[src/common/sst_regs.vh]
// register map, field positions, reset values and timing constants
// for the sensor status and threshold register bank; definitions only
`ifndef SST_REGS_VH
`define SST_REGS_VH

`define SST_ADDR_W        5
`define SST_ADDR_THR_XP   5'h10
`define SST_ADDR_THR_YP   5'h11
`define SST_ADDR_THR_XN   5'h12
`define SST_ADDR_THR_YN   5'h13
`define SST_ADDR_STATUS   5'h14
`define SST_ADDR_COUNT    5'h15
`define SST_ADDR_OFFC_X   5'h16
`define SST_ADDR_OFFC_Y   5'h17
`define SST_ADDR_RSV_A    5'h1c
`define SST_ADDR_RSV_B    5'h1d

`define SST_RST_BYTE      8'h00
`define SST_ZERO_BYTE     8'h00

// fault_status bit positions
`define SST_ST_RESET_OCCURRED_FLAG     0
`define SST_ST_OFFX       1
`define SST_ST_OFFY       2
`define SST_ST_MISO       3
`define SST_ST_INIT       4
`define SST_ST_IDE        6

`define SST_CRC_SEED      3'h7
`define SST_PRESCALE_W    10
`define SST_PRESCALE_ONE  10'h001
`define SST_COUNT_ONE     8'h01
`define SST_INIT_CYCLES   16'h0040
`define SST_INIT_ONE      16'h0001

`endif

[src/sst_regs.v]
// sensor status and threshold register bank: arming thresholds,
// fault status with read-to-clear flags, oscillator tick counter,
// offset correction readback and 3-bit crc checks.
// assumes a serial-port slave in the clk domain drives regAddr,
// regWrEn and regRdEn as one-cycle strobes; rst_b is the supply
// monitor reset; oscRef is the primary oscillator from another domain.
`include "sst_regs.vh"
`timescale 1ns/1ps
`default_nettype none

module sst_regs #(
  parameter OTP_W   = 64,
  parameter INIT_W  = 16
) (
  input  wire              clk,
  input  wire              rst_b,
  input  wire [4:0]        regAddr,
  input  wire [7:0]        regWrData,
  input  wire              regWrEn,
  input  wire              regRdEn,
  output reg  [7:0]        regRdData,
  input  wire              initLock,
  input  wire [2:0]        userCrcRef,
  input  wire [OTP_W-1:0]  otpData,
  input  wire [2:0]        otpCrcRef,
  input  wire              otherFault,
  input  wire              misoMismatch,
  input  wire              offLimitX,
  input  wire              offLimitY,
  input  wire [7:0]        offCorrX,
  input  wire [7:0]        offCorrY,
  input  wire              oscRef,
  output reg  [7:0]        thrXPos,
  output reg  [7:0]        thrYPos,
  output reg  [7:0]        thrXNeg,
  output reg  [7:0]        thrYNeg,
  output reg               armXPosEn,
  output reg               armXNegEn,
  output reg               armYPosEn,
  output reg               armYNegEn,
  output reg               armXAxisEn,
  output reg               armYAxisEn,
  output reg               initInProgress,
  output reg               dataError
);

  // serial crc, msb first, x^3+x+1
  function [2:0] crc3;
    input [OTP_W-1:0] data;
    input integer     nbits;
    integer           i;
    reg     [2:0]     c;
    reg               fb;
    begin
      c = `SST_CRC_SEED;
      for (i = nbits - 1; i >= 0; i = i - 1)
      begin
        fb = c[2] ^ data[i];
        c  = {c[1], c[0] ^ fb, fb};
      end
      crc3 = c;
    end
  endfunction

  reg  [7:0]            thrXP_q, thrYP_q, thrXN_q, thrYN_q;
  reg  [7:0]            offX_q, offY_q;
  reg  [7:0]            count_q;
  reg  [`SST_PRESCALE_W-1:0] pre_q;
  reg  [INIT_W-1:0]     initCnt_q;
  reg                   init_q, reset_occurred_flag_q, ide_q, miso_q;
  reg                   offXf_q, offYf_q, wrCrcFault_q;
  reg                   oscS1_q, oscS2_q, oscS3_q;
  reg  [7:0]            rd_d;

  wire stRead = regRdEn && (regAddr == `SST_ADDR_STATUS);
  wire wrOk   = regWrEn && !initLock;
  wire [OTP_W-1:0] userWord =
    {{(OTP_W-32){1'b0}}, thrXP_q, thrYP_q, thrXN_q, thrYN_q};
  wire userBad = initLock && (crc3(userWord, 32) != userCrcRef);
  wire otpBad  = (crc3(otpData, OTP_W) != otpCrcRef);
  wire oscRise = oscS2_q && !oscS3_q;

  // rst_b is the supply monitor's combined good signal
  always @(posedge clk or negedge rst_b)
  begin
    if (!rst_b)
    begin
      thrXP_q      <= `SST_RST_BYTE;
      thrYP_q      <= `SST_RST_BYTE;
      thrXN_q      <= `SST_RST_BYTE;
      thrYN_q      <= `SST_RST_BYTE;
      offX_q       <= `SST_RST_BYTE;
      offY_q       <= `SST_RST_BYTE;
      count_q      <= `SST_RST_BYTE;
      pre_q        <= {`SST_PRESCALE_W{1'b0}};
      initCnt_q    <= {INIT_W{1'b0}};
      init_q       <= 1'b1;
      reset_occurred_flag_q     <= 1'b1;
      ide_q        <= 1'b0;
      miso_q       <= 1'b0;
      offXf_q      <= 1'b0;
      offYf_q      <= 1'b0;
      wrCrcFault_q <= 1'b0;
      oscS1_q      <= 1'b0;
      oscS2_q      <= 1'b0;
      oscS3_q      <= 1'b0;
    end
    else
    begin
      // writes only while init open; plain bytes
      if (wrOk && regAddr == `SST_ADDR_THR_XP)
        thrXP_q <= regWrData;
      if (wrOk && regAddr == `SST_ADDR_THR_YP)
        thrYP_q <= regWrData;
      if (wrOk && regAddr == `SST_ADDR_THR_XN)
        thrXN_q <= regWrData;
      if (wrOk && regAddr == `SST_ADDR_THR_YN)
        thrYN_q <= regWrData;
      offX_q <= offCorrX;
      offY_q <= offCorrY;
      oscS1_q <= oscRef;
      oscS2_q <= oscS1_q;
      oscS3_q <= oscS2_q;
      if (oscRise)
      begin
        pre_q <= pre_q + `SST_PRESCALE_ONE;
        if (&pre_q)
          count_q <= count_q + `SST_COUNT_ONE;
      end
      // init flag clears by itself, reads ignored
      if (init_q)
      begin
        initCnt_q <= initCnt_q + `SST_INIT_ONE;
        if (initCnt_q == `SST_INIT_CYCLES - `SST_INIT_ONE)
          init_q <= 1'b0;
      end
      // writable crc fault sticks until reset
      if (userBad)
        wrCrcFault_q <= 1'b1;
      // set terms win over the read clear
      // data error from any crc or internal fault
      ide_q   <= userBad || wrCrcFault_q || otpBad || otherFault
                 || (ide_q && !stRead);
      miso_q  <= misoMismatch || (miso_q && !stRead);
      offXf_q <= offLimitX || (offXf_q && !stRead);
      offYf_q <= offLimitY || (offYf_q && !stRead);
      reset_occurred_flag_q <= init_q || (reset_occurred_flag_q && !stRead);
    end
  end

  always @*
  begin
    rd_d = `SST_ZERO_BYTE;
    case (regAddr)
      `SST_ADDR_THR_XP: rd_d = thrXP_q;
      `SST_ADDR_THR_YP: rd_d = thrYP_q;
      `SST_ADDR_THR_XN: rd_d = thrXN_q;
      `SST_ADDR_THR_YN: rd_d = thrYN_q;
      // status composed; unused bits read zero
      `SST_ADDR_STATUS:
      begin
        rd_d[`SST_ST_RESET_OCCURRED_FLAG] = reset_occurred_flag_q;
        rd_d[`SST_ST_OFFX]   = offXf_q;
        rd_d[`SST_ST_OFFY]   = offYf_q;
        rd_d[`SST_ST_MISO]   = miso_q;
        rd_d[`SST_ST_INIT]   = init_q;
        rd_d[`SST_ST_IDE]    = ide_q;
      end
      `SST_ADDR_COUNT:  rd_d = count_q;
      `SST_ADDR_OFFC_X: rd_d = offX_q;
      `SST_ADDR_OFFC_Y: rd_d = offY_q;
      // reserved slots: writes dropped, read zero
      default:          rd_d = `SST_ZERO_BYTE;
    endcase
  end

  always @(posedge clk or negedge rst_b)
  begin
    if (!rst_b)
    begin
      regRdData      <= `SST_ZERO_BYTE;
      thrXPos        <= `SST_RST_BYTE;
      thrYPos        <= `SST_RST_BYTE;
      thrXNeg        <= `SST_RST_BYTE;
      thrYNeg        <= `SST_RST_BYTE;
      armXPosEn      <= 1'b0;
      armXNegEn      <= 1'b0;
      armYPosEn      <= 1'b0;
      armYNegEn      <= 1'b0;
      armXAxisEn     <= 1'b0;
      armYAxisEn     <= 1'b0;
      initInProgress <= 1'b1;
      dataError      <= 1'b0;
    end
    else
    begin
      if (regRdEn)
        regRdData <= rd_d;
      thrXPos   <= thrXP_q;
      thrYPos   <= thrYP_q;
      thrXNeg   <= thrXN_q;
      thrYNeg   <= thrYN_q;
      armXPosEn <= |thrXP_q;
      armXNegEn <= |thrXN_q;
      armYPosEn <= |thrYP_q;
      armYNegEn <= |thrYN_q;
      // both zero kills axis and its pin, mode ignored
      armXAxisEn <= (|thrXP_q) || (|thrXN_q);
      armYAxisEn <= (|thrYP_q) || (|thrYN_q);
      initInProgress <= init_q;
      dataError      <= ide_q;
    end
  end

endmodule // sst_regs

`default_nettype wire

[config.mk]
export PLATFORM = sky130hd
export DESIGN_NAME = sst_regs
export DESIGN_NICKNAME = d
export VERILOG_FILES = /design/src/sst_regs.v
export VERILOG_INCLUDE_DIRS = /design/src /design/src/common
export SDC_FILE = /design/constraint.sdc
export NUM_CORES = 1
export LEC_CHECK = 0
export BUFFER_PORTS_ARGS = -buffer_cell sky130_fd_sc_hd__buf_4
export CORE_MARGIN = 2
export CORE_UTILIZATION = 30
export CTS_CLUSTER_DIAMETER = 150
export CTS_CLUSTER_SIZE = 14
export DETAILED_ROUTE_END_ITERATION = 8
export GPL_TIMING_DRIVEN = 0
export MAX_ROUTING_LAYER = met4
export PLACE_DENSITY = 0.53
export SYNTH_ARGS = -nofsm -noshare
export SYNTH_HDL_FRONTEND = slang
export SYNTH_SLANG_ARGS = --single-unit
[constraint.sdc]
create_clock -name clk -period 2.01 [get_ports clk]
set_clock_uncertainty 0.05 [all_clocks]
set_input_delay 0 -clock clk [delete_from_list [all_inputs] [get_ports clk]]
set_output_delay 0 -clock clk [all_outputs]
set_load 0.02 [all_outputs]
# After elaboration in Yosys (flattened, before gate mapping)
# Index checks and enable logic that the tools add are counted.
# word_totals
wordCells	273
output_inout_bits	48
reg_bits	140
input_bits	109
# op_classes
eq_ne	11
reduce_logical	31
add_sub_neg	3
bitwise	190
n_mux	6
# ops
operator	count
1-bit XOR	186
5-bit equality test (second input constant)	8
5-bit one-hot mux with 8 select lines	1
8-bit OR reduction	4
16-bit by 1-bit adder with 16-bit output (second input constant)	1
16-bit by 6-bit equality test with 1-bit output (second input constant)	1
1-bit one-hot mux with 7 select lines	2
1-bit logical AND	13
11-bit AND reduction	1
10-bit by 1-bit adder with 10-bit output (second input constant)	1
1-bit logical OR	10
8-bit by 1-bit adder with 8-bit output (second input constant)	1
1-bit one-hot mux with 8 select lines	1
3-bit inequality test	2
1-bit inverter	4
1-bit zero test	3
1-bit 2-to-1 mux	2

# Logic depth before layout (Yosys ltp)
# depth
word_depth	68
ltp_mapped	8
depth_no_buf	8

# Least setup slack after synthesis
# OpenSTA, ideal clock, no wires.
# synth_path
path_type	register to register
start	register thrXN_q[3]
end	register ide_q
path_buffers	0
t_required_ns	1.822
setup_time_ns	0.138
synth_period_minus_slack_ns	2.177
slack_ns	-0.167
arrival_time_ns	1.990
stages_incl_launch_ff	7
cell_sequence	dfrtp_1 xnor3_1 xnor2_1 xnor3_1 or2_2 o22ai_1 o221ai_2
# synth_between
elab_chain_len	18
word_cells_on_any_way	29
classes_between	eq/ne: 1; bitwise: 23; reduce/logical: 5
# synth_lines
item	line	rtl
start: declaration	sst_regs.v:65	reg [7:0] thrXP_q, thrYP_q, thrXN_q, thrYN_q;
start signal: assignment	sst_regs.v:90	thrXN_q <= `SST_RST_BYTE;
start signal: assignment	sst_regs.v:116	thrXN_q <= regWrData;
1-bit XOR (*)	sst_regs.v:58	fb = c[2] ^ data[i];
1-bit XOR	sst_regs.v:59	c = {c[1], c[0] ^ fb, fb};
1-bit XOR	sst_regs.v:58	
1-bit XOR	sst_regs.v:59	
1-bit XOR	sst_regs.v:58	
1-bit XOR	sst_regs.v:59	
1-bit XOR	sst_regs.v:58	
1-bit XOR	sst_regs.v:59	
1-bit XOR	sst_regs.v:58	
1-bit XOR	sst_regs.v:59	
1-bit XOR	sst_regs.v:58	
1-bit XOR	sst_regs.v:59	
3-bit inequality test (*)	sst_regs.v:79	wire userBad = initLock && (crc3(userWord, 32) != userCrcRef);
1-bit logical AND (*)	sst_regs.v:79	
1-bit logical OR (*) (3 in series)	sst_regs.v:142	ide_q <= userBad || wrCrcFault_q || otpBad || otherFault
1-bit logical OR (*)	sst_regs.v:143	|| (ide_q && !stRead);
end signal: assignment	sst_regs.v:142	
end: declaration	sst_regs.v:70	reg init_q, reset_occurred_flag_q, ide_q, miso_q;
# Every way passes the cells marked *; elsewhere a longest branch is shown, timed or not.
# A chain may end at the register's enable or synchronous reset.

# Worst setup path in the final report
# layout_path
start	register thrYN_q[1]
end	register ide_q
# layout_between
elab_chain_len	8
word_cells_on_any_way	9
classes_between	eq/ne: 1; bitwise: 3; reduce/logical: 5
# layout_lines
item	line	rtl
start: declaration	sst_regs.v:65	
start signal: assignment	sst_regs.v:91	thrYN_q <= `SST_RST_BYTE;
start signal: assignment	sst_regs.v:118	thrYN_q <= regWrData;
1-bit XOR (*)	sst_regs.v:58	
1-bit XOR	sst_regs.v:59	
3-bit inequality test (*)	sst_regs.v:79	
1-bit logical AND (*)	sst_regs.v:79	
1-bit logical OR (*) (3 in series)	sst_regs.v:142	
1-bit logical OR (*)	sst_regs.v:143	
# Marks and branches as above.

==> metrics.txt <==
status finished with violations; failing checks negative setup slack; P_leak 4.10 nW; Final Hold Viols 0; worst r2r dst ide_q; clk_lat worst skew about 0.42 ns; PwrDens around 1000 nW/um^2; H-tree Lvls 4; area of the multi-input gates ~2900 um^2; Setup CP Type register to register; Peak VDD IR 0.541 mV; max_cap viols 0; min cycle time layout approximately 2.1 ns; DPL Wire Length approximately 12000 um; first drt pass iteration count 4; Reg2Reg Depth 7; CP max stage cell dfrtp_1; clock tree buffer depth 2; reg-to-reg slack, setup -0.1 ns; placed cell count roughly 900; critical path launch point type register; Fin Setup TNS -0.135 ns; # nets final between 800 and 900; Via density approximately 4.6; CTS Buf Count 17; share of post-route cells with drive strength above 1 0.410; Die W roughly 150 um; # diodes 0; RSZ-0062 raised after global routing true; Total GRT Usage 0.163; met3 wire length slightly below 1000 um; row count 52; Final setup viols 2; clk slew on worst S/H paths approximately 0.060 ns; Syn Nets between 500 and 600; Clock Sinks between 100 and 150; largest net degree at the start of global routing 82; worst path required time approximately 2.3 ns; pin slew with the least headroom to its limit 1.23 ns; Syn Inst Count 471; # IOs 157; Finished Layout Cells about 1000; Vias roughly 4500; Initial Util 0.308; die area 22100 um^2; Area contributors post-synth dfrtp_1, xnor2_1, mux2_2; Routed wire per std cell roughly 17 um; fmax about 480 MHz; Worst EP arrival 2.34 ns; async set or reset register ratio after synthesis 1.00; Yosys reg bits between 100 and 150; HP Class input port to asynchronous set/reset pin; CTS root buf clkbuf_16; core area ~20000 um^2; DRT iter0 DRCs slightly below 300; synthesized area 6280 um^2; hold slack roughly 0.062 ns; I/O Buffers roughly 150; Final ANT Viol Nets 0; worst flop-to-flop path startpoint thrYN_q[1]; WL met2 ~8000 um; CP endpoint kind register; register area about 3500 um^2; gpl congestion ~0.85; max layer used met4; Chip Height between 100 and 150 um; Cell Chain, Critical Path xnor2_1 > xnor3_1 > xnor2_2 > and2_4 > a22oi_2 > o22ai_4 > o221ai_2; power consumption ~9.2 mW; first-pass GRT wire length roughly 27000 um; register area share after synthesis 0.558; vias in the first global route approximately 5000; most frequent cells in the layout buf_4, dfrtp_1, xnor2_1; most common flop cell mapped by yosys dfrtp_1; top cell type's share of synthesized area 0.545; max-slew violations 0; initial antenna violation count 0; final worst slack -0.0951 ns; Synth cell types 41; met1 wire length around 7400 um; Slew headroom 0.176; EDFF count, synth 0; Final period util 1.05; total grt overflow 0; CTS tree built; Area Growth Syn to Fin 43.7%; largest stage delay on the critical path 0.48 ns; Syn Area/Cell 13.3 um^2; drt drc 0; commonest non-fill, non-tap cell in the layout buf_4; fillcell total 1896; CP max FO 5; Ys Warns 0; cell accounting for the most synthesized area dfrtp_1; WL final about 17000 um
-- layer usage --
metal,track usage,vias up
met5,-,-
met1,0.217,2221
met4,0.0543,0
li1,-,2112
met2,0.249,146
met3,0.0339,12
-- worst max-delay path, delay by kind of cell, from the launching register on --
family	cells	cell delay (ns)
simple gates	1	0.19
flops	1	0.48
xor+xnor	3	0.84
compound gates	3	0.42
-- power breakdown --
part	total, mW	internal [mW]	switching (mW)
sequential	3.38	3.11	0.269
combinational	2.75	1.61	1.14
clock	3.09	1.87	1.22
total	9.21	6.59	2.62
-- state kept, by name (all words and copies together), names as in the netlist, 8 cells and up --
name,cells
initCnt_q,16
pre_q,10
count_q,8
offX_q,8
offY_q,8
regRdData,8
thrXN_q,8
thrXNeg,8
thrXP_q,8
thrXPos,8
thrYN_q,8
thrYNeg,8
thrYP_q,8
thrYPos,8
-- how the worst max path moves through the flow --
stage	cells past startpoint	start	slack, ns	to
3_3_place_gp	5	regAddr[0]	-0.69	thrYP_q[3]
2_1_floorplan	8	thrXP_q[7]	-0.02	ide_q
6_report	7	thrYN_q[1]	-0.1	ide_q
3_5_place_dp	5	regAddr[0]	-0.81	thrYP_q[3]
5_1_grt	7	thrYN_q[6]	-0.19	ide_q
4_1_cts	6	thrXN_q[3]	-0.14	ide_q
-- layout make-up --
type | count | share of cell area
Sequential cell | 140 | 0.390
Multi-Input combinational cell | 319 | 0.318
Timing Repair Buffer | 207 | 0.185
Clock buffer | 20 | 0.0495
Tap cell | 270 | 0.0374
Clock inverter | 12 | 0.0152
Buffer | 6 | 0.00263
Inverter | 4 | 0.00166
-- synth_stat cells (3+ instances only) --
| cell type | instances |
|---|---|
| xnor2_2 | 3 |
| a22oi_1 | 6 |
| and2_1 | 3 |
| ha_1 | 4 |
| nor4_1 | 8 |
| xnor3_1 | 12 |
| xnor2_1 | 94 |
| nor2b_1 | 3 |
| and3_1 | 6 |
| nand2b_1 | 3 |
| a221oi_1 | 12 |
| clkbuf_1 | 6 |
| a22o_1 | 12 |
| nor2_1 | 19 |
| dfstp_2 | 3 |
| inv_1 | 4 |
| a21o_1 | 4 |
| nand2_1 | 24 |
| xor2_1 | 15 |
| nor3_1 | 8 |
| dfrtp_1 | 137 |
| a31oi_1 | 6 |
| nand4_1 | 8 |
| mux2_2 | 35 |
| nand3_1 | 14 |
-- metrics by stage --
| step | instance area (um^2) | setup WS [ns] | utilization |
|---|---|---|---|
| floorplan | 6320 | -0.0150 | - |
| global placement | 7810 | -0.690 | 0.382 |
| detailed placement | 7840 | -0.814 | 0.384 |
| CTS | 8910 | -0.143 | 0.436 |
| global route | 9030 | -0.191 | 0.442 |
| finish | 9030 | -0.0951 | 0.442 |
-- cells by family after synthesis --
kind of cell,share of synthesized area
and+or+nand+nor,0.0858
xor gates and xnor gates,0.214
muxes,0.0627
adders and majority gates,0.00796
DFF,0.558
buffers and inverters,0.00736
AOI/OAI and AO/OA,0.0637
-- timing repair --
item | CTS | global route
gates resized for setup | 19 | 16
pin swaps | 12 | 9
hold endpoints to repair | 126 | 0
buffers inserted | 11 | 6
endpoints found under the setup margin | 14 | 32
cloned | 0 | 0
hold buffers | 36 | 0
No activity file was read; power rests on OpenSTA's default activity.
